--- src/include/bc_seq_params.svh ---
`ifndef BC_SEQ_PARAMS_SVH
`define BC_SEQ_PARAMS_SVH

`define REG_MASTER_CFG1 8'h00
`define REG_LIST_START 8'h33
`define REG_LIST_PTR 8'h34
`define REG_FRAME_TIME 8'h35
`define REG_NEXT_MSG 8'h36
`define REG_COND_CODES 8'h37

`define CFG_START_POS 13
`define CFG_ENABLE_POS 12
`define CC_RUN_POS 15
`define CC_RETRY_HI 14
`define CC_RETRY_LO 13
`define CC_FAILED_MESSAGE_FLAG_POS 12

`define RST_WORD 16'h0000
`define INSTR_STEP 16'h0002

`define CLK_MHZ 50
`define FRAME_TICK_US 100
`define MSG_TICK_US 1
`define FRAME_TICK_CYC (`FRAME_TICK_US * `CLK_MHZ)
`define MSG_TICK_CYC (`MSG_TICK_US * `CLK_MHZ)

`endif

--- src/include/bc_seq_pkg.sv ---
package bc_seq_pkg;
	typedef enum logic [3:0] {
		op_halt,
		op_jump,
		op_load_frame,
		op_start_frame,
		op_flag,
		op_cmp_frame,
		op_cmp_msg,
		op_message,
		op_nop,
		op_illegal
	} opcode_t;

	typedef enum logic [1:0] {
		flag_set,
		flag_clear,
		flag_toggle,
		flag_keep
	} flag_mode_t;

	typedef enum {
		st_idle,
		st_fetch_op,
		st_fetch_par,
		st_exec,
		st_wait_msg
	} seq_state_t;
endpackage

--- src/rtl/bc_sequencer_regs.sv ---
`timescale 1ns/1ps
`include "bc_seq_params.svh"

// Overview of operation
// - list pointer is read-only to host; only start, op step and jumps alter it.
// - writing start bit with controller enabled begins execution.
// - on start, pointer loads from the list start address register.
// - pointer addresses op code word then parameter word in RAM.
// - pointer updates after op code result is evaluated, before next.
// - load frame timer op loads frame time from its parameter word.
// - frame time counts down only after start frame timer op.
// - frame timer ticks every 100 us per lsb.
// - time to next message reloads from message block word 4.
// - message interval runs mid-sync to next mid-sync.
// - message timer ticks every 1 us per lsb.
// - condition codes read at shared address; writes reach flag register.
// - bit 15 is run status; upper byte shows last message results.
// - low eight flags set, cleared, toggled by host or flag op.
// - frame and message compare ops set or clear flags 1 and 0.
// - running flag sets on start bit while enable bit is one.
// - running clears on enable cleared, halt op or illegal op.
// - illegal op code pulses trap interrupt when it is enabled.
// - bits 14-13 report retries of last message; reset to zero.
// - retry encoding 00, 01, 10; value 11 never reported.
// - bit 12 set on format error, loopback failure or no response.

module bc_sequencer_regs (
	input wire logic ref_clk,
	input wire logic rst_n,
	input wire logic reg_wr,
	input wire logic reg_rd,
	input wire logic [7:0] reg_addr,
	input wire logic [15:0] reg_wdata,
	output logic [15:0] reg_rdata,
	output logic [15:0] ram_addr,
	output logic ram_rd,
	input wire logic ram_valid,
	input wire logic [15:0] ram_rdata,
	input wire logic [3:0] op_decoded,
	input wire logic [15:0] jump_target,
	input wire logic cond_true,
	input wire logic [1:0] flag_mode,
	input wire logic [7:0] flag_mask,
	input wire logic msg_done,
	input wire logic [1:0] msg_retries,
	input wire logic msg_bad,
	input wire logic [4:0] msg_results,
	input wire logic mid_sync,
	input wire logic [15:0] msg_word4,
	input wire logic trap_enable,
	output logic msg_start,
	output logic illegal_opcode_trap_irq
);
	logic [15:0] list_start_ff, nxt_list_start;
	logic [15:0] list_ptr_ff, nxt_list_ptr;
	logic [15:0] frame_ff, nxt_frame;
	logic frame_run_ff, nxt_frame_run;
	logic [15:0] next_msg_ff, nxt_next_msg;
	logic [15:0] next_msg_pend_ff, nxt_next_msg_pend;
	logic [7:0] flags_ff, nxt_flags;
	logic [7:0] upper_ff, nxt_upper;
	logic enable_ff, nxt_enable;
	logic run_ff, nxt_run;
	logic [15:0] opword_ff, nxt_opword;
	logic [15:0] param_ff, nxt_param;
	logic [15:0] rdata_ff, nxt_rdata;
	logic [15:0] ram_addr_ff, nxt_ram_addr;
	logic ram_rd_ff, nxt_ram_rd;
	logic msg_start_ff, nxt_msg_start;
	logic trap_ff, nxt_trap;
	bc_seq_pkg::seq_state_t state_ff, nxt_state;
	bc_seq_pkg::opcode_t op;
	logic frame_tick, msg_tick;
	logic [7:0] flag_src;
	logic [7:0] host_mask;
	logic host_flag_wr;
	logic start_req;

	// separate tick phases; the first start op begins the 100 us phase cleanly, later ones do not restart it
	tick_divider #(.DIV(`FRAME_TICK_CYC)) u_frame_tick (
		.ref_clk(ref_clk),
		.rst_n(rst_n),
		.clear(!frame_run_ff),
		.tick(frame_tick)
	);

	tick_divider #(.DIV(`MSG_TICK_CYC)) u_msg_tick (
		.ref_clk(ref_clk),
		.rst_n(rst_n),
		.clear(mid_sync),
		.tick(msg_tick)
	);

	assign op = bc_seq_pkg::opcode_t'(op_decoded);
	assign host_flag_wr = reg_wr && reg_addr == `REG_COND_CODES;
	assign start_req = reg_wr && reg_addr == `REG_MASTER_CFG1 &&
		reg_wdata[`CFG_START_POS];

	// host write to flag register: high byte clears, low byte sets;
	// both set means toggle
	always_comb begin
		host_mask = 8'h00;
		flag_src = flags_ff;
		if (host_flag_wr) begin
			for (int i = 0; i < 8; i++) begin
				if (reg_wdata[i] && reg_wdata[i + 8]) begin
					flag_src[i] = ~flags_ff[i];
				end else if (reg_wdata[i]) begin
					flag_src[i] = 1'b1;
				end else if (reg_wdata[i + 8]) begin
					flag_src[i] = 1'b0;
				end
			end
			host_mask = reg_wdata[7:0] | reg_wdata[15:8];
		end
	end

	always_comb begin
		nxt_list_start = list_start_ff;
		nxt_list_ptr = list_ptr_ff;
		nxt_frame = frame_ff;
		nxt_frame_run = frame_run_ff;
		nxt_next_msg = next_msg_ff;
		nxt_next_msg_pend = next_msg_pend_ff;
		nxt_flags = flag_src;
		nxt_upper = upper_ff;
		nxt_enable = enable_ff;
		nxt_run = run_ff;
		nxt_opword = opword_ff;
		nxt_param = param_ff;
		nxt_state = state_ff;
		nxt_ram_addr = ram_addr_ff;
		nxt_ram_rd = 1'b0;
		nxt_msg_start = 1'b0;
		nxt_trap = 1'b0;
		nxt_rdata = rdata_ff;

		if (reg_wr && reg_addr == `REG_LIST_START) begin
			nxt_list_start = reg_wdata;
		end
		if (reg_wr && reg_addr == `REG_MASTER_CFG1) begin
			nxt_enable = reg_wdata[`CFG_ENABLE_POS];
		end

		// frame countdown holds at zero; no wrap
		if (frame_run_ff && frame_tick && frame_ff != 16'h0000) begin
			nxt_frame = frame_ff - 16'h0001;
		end
		// host write after the countdown so a tick cannot swallow it
		if (reg_wr && reg_addr == `REG_FRAME_TIME) begin
			nxt_frame = reg_wdata;
		end
		if (next_msg_ff != 16'h0000 && msg_tick) begin
			nxt_next_msg = next_msg_ff - 16'h0001;
		end
		if (mid_sync) begin
			nxt_next_msg = next_msg_pend_ff;
		end
		if (msg_done) begin
			nxt_next_msg_pend = msg_word4;
			nxt_upper[`CC_RETRY_HI - 8:`CC_RETRY_LO - 8] =
				(msg_retries == 2'b11) ? 2'b10 : msg_retries;
			nxt_upper[`CC_FAILED_MESSAGE_FLAG_POS - 8] = msg_bad;
			// results fill cc 11:8 only; bit 12 belongs to the bad flag
			nxt_upper[3:0] = msg_results[3:0];
		end

		case (state_ff)
			bc_seq_pkg::st_idle: begin
				if (start_req && (reg_wdata[`CFG_ENABLE_POS] || enable_ff)) begin
					nxt_run = 1'b1;
					nxt_list_ptr = list_start_ff;
					nxt_ram_addr = list_start_ff;
					nxt_ram_rd = 1'b1;
					nxt_state = bc_seq_pkg::st_fetch_op;
				end
			end
			bc_seq_pkg::st_fetch_op: begin
				// request stays up until the word arrives
				nxt_ram_rd = !ram_valid;
				if (ram_valid) begin
					nxt_opword = ram_rdata;
					nxt_ram_addr = list_ptr_ff + 16'h0001;
					nxt_ram_rd = 1'b1;
					nxt_state = bc_seq_pkg::st_fetch_par;
				end
			end
			bc_seq_pkg::st_fetch_par: begin
				nxt_ram_rd = !ram_valid;
				if (ram_valid) begin
					nxt_param = ram_rdata;
					nxt_state = bc_seq_pkg::st_exec;
				end
			end
			bc_seq_pkg::st_exec: begin
				nxt_list_ptr = list_ptr_ff + `INSTR_STEP;
				nxt_state = bc_seq_pkg::st_fetch_op;
				case (op)
					bc_seq_pkg::op_halt: begin
						nxt_run = 1'b0;
					end
					bc_seq_pkg::op_jump: begin
						if (cond_true) begin
							nxt_list_ptr = jump_target;
						end
					end
					bc_seq_pkg::op_load_frame: begin
						nxt_frame = param_ff;
					end
					bc_seq_pkg::op_start_frame: begin
						nxt_frame_run = 1'b1;
					end
					bc_seq_pkg::op_flag: begin
						for (int i = 0; i < 8; i++) begin
							// host write wins on a bit it touches this cycle
							if (flag_mask[i] && !host_mask[i]) begin
								case (bc_seq_pkg::flag_mode_t'(flag_mode))
									bc_seq_pkg::flag_set: nxt_flags[i] = 1'b1;
									bc_seq_pkg::flag_clear: nxt_flags[i] = 1'b0;
									bc_seq_pkg::flag_toggle: nxt_flags[i] = ~flags_ff[i];
									default: nxt_flags[i] = flags_ff[i];
								endcase
							end
						end
					end
					bc_seq_pkg::op_cmp_frame: begin
						if (!host_mask[1]) begin
							nxt_flags[1] = frame_ff < param_ff;
						end
						if (!host_mask[0]) begin
							nxt_flags[0] = frame_ff == param_ff;
						end
					end
					bc_seq_pkg::op_cmp_msg: begin
						if (!host_mask[1]) begin
							nxt_flags[1] = next_msg_ff < param_ff;
						end
						if (!host_mask[0]) begin
							nxt_flags[0] = next_msg_ff == param_ff;
						end
					end
					bc_seq_pkg::op_message: begin
						// step deferred until the message outcome is known
						nxt_list_ptr = list_ptr_ff;
						nxt_msg_start = 1'b1;
						nxt_state = bc_seq_pkg::st_wait_msg;
					end
					bc_seq_pkg::op_nop: begin
					end
					default: begin
						nxt_run = 1'b0;
						nxt_trap = trap_enable;
					end
				endcase
				if (!nxt_run) begin
					nxt_state = bc_seq_pkg::st_idle;
				end else if (nxt_state == bc_seq_pkg::st_fetch_op) begin
					nxt_ram_addr = nxt_list_ptr;
					nxt_ram_rd = 1'b1;
				end
			end
			bc_seq_pkg::st_wait_msg: begin
				// pointer step waits for message outcome
				if (msg_done) begin
					nxt_list_ptr = list_ptr_ff + `INSTR_STEP;
					nxt_ram_addr = list_ptr_ff + `INSTR_STEP;
					nxt_ram_rd = 1'b1;
					nxt_state = bc_seq_pkg::st_fetch_op;
				end
			end
			default: begin
				nxt_state = bc_seq_pkg::st_idle;
			end
		endcase

		// clearing enable stops the run from any state
		if (reg_wr && reg_addr == `REG_MASTER_CFG1 &&
			!reg_wdata[`CFG_ENABLE_POS]) begin
			nxt_run = 1'b0;
			nxt_ram_rd = 1'b0;
			nxt_state = bc_seq_pkg::st_idle;
		end

		if (reg_rd) begin
			case (reg_addr)
				`REG_LIST_START: nxt_rdata = list_start_ff;
				`REG_LIST_PTR: nxt_rdata = list_ptr_ff;
				`REG_FRAME_TIME: nxt_rdata = frame_ff;
				`REG_NEXT_MSG: nxt_rdata = next_msg_ff;
				`REG_COND_CODES: nxt_rdata = {run_ff, upper_ff[6:0], flags_ff};
				default: nxt_rdata = `RST_WORD;
			endcase
		end
	end

	always_ff @(posedge ref_clk or negedge rst_n) begin
		if (!rst_n) begin
			list_start_ff <= `RST_WORD;
			list_ptr_ff <= `RST_WORD;
			frame_ff <= `RST_WORD;
			frame_run_ff <= 1'b0;
			next_msg_ff <= `RST_WORD;
			next_msg_pend_ff <= `RST_WORD;
			flags_ff <= 8'h00;
			upper_ff <= 8'h00;
			enable_ff <= 1'b0;
			run_ff <= 1'b0;
			opword_ff <= `RST_WORD;
			param_ff <= `RST_WORD;
			rdata_ff <= `RST_WORD;
			ram_addr_ff <= `RST_WORD;
			ram_rd_ff <= 1'b0;
			msg_start_ff <= 1'b0;
			trap_ff <= 1'b0;
			state_ff <= bc_seq_pkg::st_idle;
		end else begin
			list_start_ff <= nxt_list_start;
			list_ptr_ff <= nxt_list_ptr;
			frame_ff <= nxt_frame;
			frame_run_ff <= nxt_frame_run;
			next_msg_ff <= nxt_next_msg;
			next_msg_pend_ff <= nxt_next_msg_pend;
			flags_ff <= nxt_flags;
			upper_ff <= nxt_upper;
			enable_ff <= nxt_enable;
			run_ff <= nxt_run;
			opword_ff <= nxt_opword;
			param_ff <= nxt_param;
			rdata_ff <= nxt_rdata;
			ram_addr_ff <= nxt_ram_addr;
			ram_rd_ff <= nxt_ram_rd;
			msg_start_ff <= nxt_msg_start;
			trap_ff <= nxt_trap;
			state_ff <= nxt_state;
		end
	end

	assign reg_rdata = rdata_ff;
	assign ram_addr = ram_addr_ff;
	assign ram_rd = ram_rd_ff;
	assign msg_start = msg_start_ff;
	assign illegal_opcode_trap_irq = trap_ff;
endmodule

--- src/rtl/tick_divider.sv ---
`timescale 1ns/1ps
`include "bc_seq_params.svh"

module tick_divider #(
	parameter int unsigned DIV = 50
) (
	input wire logic ref_clk,
	input wire logic rst_n,
	input wire logic clear,
	output logic tick
);
	logic [15:0] cnt_ff;
	logic [15:0] nxt_cnt;
	logic tick_ff;
	logic nxt_tick;

	always_comb begin
		nxt_cnt = cnt_ff + 16'h0001;
		nxt_tick = 1'b0;
		if (clear) begin
			nxt_cnt = 16'h0000;
		end else if (cnt_ff == 16'(DIV - 1)) begin
			nxt_cnt = 16'h0000;
			nxt_tick = 1'b1;
		end
	end

	always_ff @(posedge ref_clk or negedge rst_n) begin
		if (!rst_n) begin
			cnt_ff <= 16'h0000;
			tick_ff <= 1'b0;
		end else begin
			cnt_ff <= nxt_cnt;
			tick_ff <= nxt_tick;
		end
	end

	assign tick = tick_ff;
endmodule

--- config.mk ---
export PLATFORM = sky130hd
export DESIGN_NAME = bc_sequencer_regs
export DESIGN_NICKNAME = d
export VERILOG_FILES = /design/src/include/bc_seq_pkg.sv /design/src/rtl/bc_sequencer_regs.sv /design/src/rtl/tick_divider.sv
export VERILOG_INCLUDE_DIRS = /design/src /design/src/include
export SDC_FILE = /design/constraint.sdc
export NUM_CORES = 1
export LEC_CHECK = 0
export BUFFER_PORTS_ARGS = -buffer_cell sky130_fd_sc_hd__buf_2
export CAP_MARGIN = 20
export CORE_MARGIN = 5
export CORE_UTILIZATION = 35
export CTS_CLUSTER_DIAMETER = 40
export DETAILED_ROUTE_END_ITERATION = 12
export HOLD_SLACK_MARGIN = 0.15
export PLACE_DENSITY_LB_ADDON = 0.15
export REMOVE_ABC_BUFFERS = 1
export SLEW_MARGIN = 20
export SYNTH_ARGS = -nofsm -noshare
export SYNTH_HDL_FRONTEND = slang
export SYNTH_SLANG_ARGS = --single-unit
--- constraint.sdc ---
create_clock -name ref_clk -period 2.81 [get_ports ref_clk]
set_input_delay 0.281 -clock ref_clk [delete_from_list [all_inputs] [get_ports ref_clk]]
set_output_delay 0.281 -clock ref_clk [all_outputs]
set_load 0.03 [all_outputs]
# Word-level counts from Yosys, hierarchy flattened
# Cells that the tools add are included.
[word_totals] elab_cells=241 in_bits=103 reg_bits=215 out_inout_bits=35
[classes] n_mux=99 bitwise_logic=9 n_eq_ne=42 addsub=6 n_reduce_logical=55 order_cmp=2
[op_table] op="$mux W16" n=16
[op_table] op="$mux W32" n=7
[op_table] op="$pmux W32 S5" n=1
[op_table] op="$eq A32 B2 Y1 const B" n=3
[op_table] op="$pmux W16 S5" n=1
[op_table] op="$pmux W16 S4" n=1
[op_table] op="$mux W1" n=54
[op_table] op="$add A16 B1 Y16 const B" n=3
[op_table] op="$ne A6 B3 Y1 const B" n=8
[op_table] op="$pmux W16 S3" n=1
[op_table] op="$eq A8 B6 Y1 const B" n=5
[op_table] op="$eq A16 B16 Y1" n=2
[op_table] op="$eq A32 B1 Y1 const B" n=1
[op_table] op="$eq A32 B3 Y1 const B" n=1
[op_table] op="$logic_not A32 Y1" n=1
[op_table] op="$lt A16 B16 Y1" n=2
[op_table] op="$pmux W16 S2" n=1
[op_table] op="$reduce_bool A16 Y1" n=2
[op_table] op="$sub A16 B1 Y16 const B" n=2
[op_table] op="$logic_and A1 B1 Y1" n=26
[op_table] op="$mux W8" n=3
[op_table] op="$pmux W1 S3" n=8
[op_table] op="$add A16 B2 Y16 const B" n=1
[op_table] op="$eq A16 B13 Y1 const B" n=1
[op_table] op="other kinds (31)" n=62

# Longest topological paths before layout
[depth] depth_word=8 ltp_mapped=10 mapped_depth_nobuf=8

# Cells and area by module
# From an unflattened synthesis, not the netlist that was laid out.
[hier_totals] cells_unflattened=1218 hier_area_um2=11073.1
[by_module_without_submodules] mod="bc_sequencer_regs" area_per_inst_um2=9355.2 cells_per_inst=1042 instances=1 seq_area_each_um2=3803.6
[by_module_without_submodules] mod="tick_divider at u_msg_tick" area_per_inst_um2=889.6 cells_per_inst=93 instances=1 seq_area_each_um2=425.4
[by_module_without_submodules] mod="tick_divider at u_frame_tick" area_per_inst_um2=828.3 cells_per_inst=83 instances=1 seq_area_each_um2=425.4

# Worst setup path after synthesis
# OpenSTA, ideal clock, no wires.
[synth_path] path_type="input -> register" start="input port reg_addr[3]" end="register ram_addr_ff[13] (netlist: ram_addr[13])" path_stages=7 t_arrival_ps=1988 setup_slack_ps=703 setup_time_ps=119 path_buffers=1 path_cell_list="or4_1 > nor4_4 > a21oi_1 > o22ai_4 > buf_6 > o211ai_1 > o21a_1"
[synth_between] elab_chain_cells=6
[synth_lines] item="from (decl)" line="bc_sequencer_regs.sv:32" text="input wire logic [7:0] reg_addr,"
[synth_lines] item="$logic_not A8 Y1 (no line)"
[synth_lines] item="$logic_and A1 B1 Y1 (no line)"
[synth_lines] item="$logic_and A1 B1 Y1" line="bc_sequencer_regs.sv:96" text="assign start_req = reg_wr && reg_addr == `REG_MASTER_CFG1 &&"
[synth_lines] item="$logic_and A1 B1 Y1" line="bc_sequencer_regs.sv:170" text="if (start_req && (reg_wdata[`CFG_ENABLE_POS] || enable_ff)) begin"
[synth_lines] item="$ne A2 B2 Y1 (no line)"
[synth_lines] item="$reduce_and A6 Y1 (no line)"
[synth_lines] item="to (signal assigned)" line="bc_sequencer_regs.sv:311" text="ram_addr_ff <= `RST_WORD;"
[synth_lines] item="to (signal assigned)" line="bc_sequencer_regs.sv:330" text="ram_addr_ff <= nxt_ram_addr;"
[synth_lines] item="to (decl)" line="bc_sequencer_regs.sv:67" text="logic [15:0] ram_addr_ff, nxt_ram_addr;"
# Every way passes these cells.
# A chain may end at the register's enable or synchronous reset.

# Worst setup path after layout
[layout_path] start="register state_ff[2]" end="register flags_ff[2]"
[layout_between] elab_chain_cells=2 word_cells_on_any_way=3 classes_between="eq/ne: 2; mux: 1"
[layout_lines] item="from (decl)" line="bc_sequencer_regs.sv:71" text="bc_seq_pkg::seq_state_t state_ff, nxt_state;"
[layout_lines] item="from (signal assigned)" line="bc_sequencer_regs.sv:315" text="state_ff <= bc_seq_pkg::st_idle;"
[layout_lines] item="from (signal assigned)" line="bc_sequencer_regs.sv:334" text="state_ff <= nxt_state;"
[layout_lines] item="$eq A32 B2 Y1 (*)" line="bc_sequencer_regs.sv:168" text="case (state_ff)"
[layout_lines] item="$ne A6 B3 Y1 (no line) / $mux W8 (equally long branches)"
[layout_lines] item="to (signal assigned)" line="bc_sequencer_regs.sv:323" text="flags_ff <= nxt_flags;"
[layout_lines] item="to (decl)" line="bc_sequencer_regs.sv:60" text="logic [7:0] flags_ff, nxt_flags;"
# Mark *: on every way between the ends. The rest lies on a longest branch, timed or not.

==> impl_metrics.json <==
{
  "synth_area_leaders": "dfrtp_1, mux2_2, ha_1",
  "path_class": "reg -> reg",
  "layout_common_cells": "dfrtp_1, buf_2, nor2_1",
  "finalSetupViolCount": 0,
  "synth_ff_type": "dfrtp_1",
  "synth_warnings": 0,
  "dpl_cell_area_um2": 12400,
  "root_buffer": "clkbuf_16",
  "max_freq_mhz": 398,
  "tritoncts.num_buffers": 17,
  "die_x_um": 189,
  "drt_drc_violations_left": 0,
  "antenna_left": 0,
  "port-buffer-count": 136,
  "worstHoldPathType": "in -> reg",
  "core_area_um2": 31600,
  "synth-edff-count": 0,
  "gp_congestion": 0.866,
  "end_kind": "flop",
  "finalPower_mw": 9.83,
  "synth_largest_area_cell": "dfrtp_1",
  "cts_tree": "yes",
  "period_share": 0.895,
  "track_usage": 0.200,
  "dr.pass1.iters": 6,
  "n_antenna_cell": 0,
  "hold-worst-slack_ns": 0.159,
  "clockBufferDepth": 2,
  "drive_gt1_frac": 0.208,
  "post-route-worst-setup-slack_ns": 0.295,
  "cts_setup_buffers": 0,
  "slowest_stage": "dlygate4sd3_1",
  "die_height_um": 189,
  "start_util": 0.354,
  "clock-sinks": 186,
  "routed_wl_um": 35500,
  "syn_area_per_cell_um2": 9.26,
  "wl_per_cell_um": 19.8,
  "r2r_setup_slack_ns": 0.30,
  "final.min_clock_period_ns": 2.51,
  "synth_area_um2": 11200,
  "cp.buffers_inverters": 3,
  "slowest_delay_ns": 0.57,
  "worstPathArrival_ns": 2.84,
  "cp-start-kind": "flop",
  "grt_overflow_total": 0,
  "fin_cells": 1790,
  "htree_levels": 4,
  "crit_start": "state_ff[2]$_DFFE_PN0P_",
  "r2r-start": "state_ff[2]$_DFFE_PN0P_",
  "ys_ff_latch": 186,
  "max-cap-violations": 0,
  "final_util": 0.426,
  "synth-seq-area-share": 0.417,
  "tightest_slew_ns": 0.723,
  "place_ws_ns": 0.407,
  "synthCells": 1205,
  "critical_path_depth": 9,
  "layout.nets": 1518,
  "clock_latency_ns": 0.44,
  "relSlewSlack": 0.518,
  "ios": 138,
  "grt_max_degree": 81,
  "via_per_inst": 5.38,
  "rr_worst_depth": 9,
  "p_per_area_nw_per_um2": 731,
  "ir_worst_vdd_mv": 0.383,
  "dp_cells": 1709,
  "dieArea_um2": 35600,
  "synth.top_cell.area_share": 0.417,
  "crit_top_cell": "buf_4",
  "hold_violations": 0,
  "status": "finished, final reports clean",
  "worstHoldPathCells": 2,
  "skew_ns": 0.0122,
  "grt_pass1_vias": 9552,
  "num_vias": 9630,
  "final_common_cell": "dfrtp_1",
  "synth_cell_types": 75,
  "grt_pass1_wl_um": 56000,
  "critical_path.top_delay_family": "buffers and inverters",
  "slew_violations": 0,
  "placementRows": 65,
  "dr.first_iter.drc_count": 739,
  "setup_tns_ns": 0,
  "path_max_fanout": 12,
  "async_flop_share": 1.00,
  "antenna_found_initial": 1,
  "syn_to_final_growth_pct": 20.5,
  "cp.required_ns": 3.13,
  "stdcell_area_um2": 13500,
  "p_leak_nw": 5.73,
  "place_hpwl_um": 26700,
  "crit_chain": "buf_4, nand3b_1, buf_4, nor4_2, and2_2, nand2_1, a221oi_1, a31oi_1, dlygate4sd3_1",
  "clk_pin_slew_ns": 0.08,
  "rsz0062_at_grt": "no",
  "worstHoldStart": "reg_wdata[13]",
  "hold_end": "flags_ff[5]$_DFFE_PN0P_",
  "r2r_end": "flags_ff[2]$_DFFE_PN0P_"
}
## synth_stat cells (9+ instances only)
| master | number |
|---|---|
| nor2_1 | 119 |
| dfrtp_1 | 186 |
| clkbuf_1 | 60 |
| xor2_1 | 42 |
| o21ai_0 | 69 |
| nand2b_1 | 19 |
| nor3b_1 | 9 |
| nor3_1 | 26 |
| nand3b_1 | 9 |
| and2_1 | 9 |
| and3_1 | 14 |
| inv_1 | 34 |
| or3_1 | 11 |
| a22oi_1 | 13 |
| ha_1 | 40 |
| a222oi_1 | 16 |
| xnor2_1 | 35 |
| a221oi_1 | 11 |
| mux2_2 | 56 |
| nor2b_1 | 15 |
| a22o_1 | 16 |
| a31oi_1 | 29 |
| nand4_1 | 18 |
| a21oi_1 | 66 |
| nand2_1 | 108 |
| nand3_1 | 40 |
## logic make-up (layout without fill, tap and decap cells)
| kind of cell | count (synthesis) | after routing | share of synthesized area |
|---|---|---|---|
| xor+xnor | 77 | 77 | 0.0604 |
| flops | 186 | 186 | 0.417 |
| compound gates | 290 | 290 | 0.175 |
| simple gates | 440 | 440 | 0.200 |
| buf+inv | 110 | 293 | 0.0407 |
| fa+ha+maj | 40 | 40 | 0.0448 |
| mux | 62 | 62 | 0.0620 |
## flip-flops by register name (all words and copies together) (netlist names), 8 cells and up
register	count
frame_ff	16
list_start_ff	16
ram_addr	16
u_msg_tick.cnt_ff	16
reg_rdata	16
next_msg_ff	16
list_ptr_ff	16
u_frame_tick.cnt_ff	16
param_ff	16
next_msg_pend_ff	16
flags_ff	8
## power by group
| group | internal [mW] | total (mW) | leakage (nW) | switching (mW) |
|---|---|---|---|---|
| registers | 3.23 | 3.90 | 2.28 | 0.663 |
| clock network | 1.23 | 2.42 | 0.286 | 1.20 |
| logic | 1.44 | 3.52 | 3.16 | 2.08 |
| total | 5.90 | 9.83 | 5.73 | 3.94 |
## worst register-to-register path: cells and delay by family (launching register included)
| family | cells | cell delay, ns |
|---|---|---|
| compound gates | 2 | 0.33 |
| buf+inv | 3 | 0.92 |
| flops | 1 | 0.38 |
| simple gates | 4 | 0.76 |
## final cells by class
type | count | area [µm²]
fill | 3144 | 18100
multi-input combinational | 909 | 6060
sequential | 186 | 4650
timing repair buffer | 227 | 1530
tap | 402 | 503
clock buffer | 19 | 453
inverter | 34 | 128
clock inverter | 13 | 121
## per-layer routing
| layer | up-vias | track usage | wire (µm) |
|---|---|---|---|
| li1 | 4695 | - | - |
| met1 | 4641 | 0.276 | 16500 |
| met2 | 245 | 0.329 | 16600 |
| met3 | 47 | 0.0304 | 1600 |
| met4 | 2 | 0.0535 | 773 |
| met5 | - | 0 | 13 |
## worst max-delay path by stage
stage | endpoint
floorplan | frame_ff[14]$_DFF_PN0_
global placement | ram_addr[13]$_DFFE_PN0P_
detailed placement | ram_addr[13]$_DFFE_PN0P_
CTS | flags_ff[2]$_DFFE_PN0P_
global route | flags_ff[2]$_DFFE_PN0P_
finish | flags_ff[2]$_DFFE_PN0P_
## timing repair
item                                    4_1_cts  5_1_grt
gates resized for setup                       0        1
hold buffers                                 49        0
hold endpoints to repair                    122        0
endpoints found under the setup margin        0        1
(Power assumes the default switching activity.)
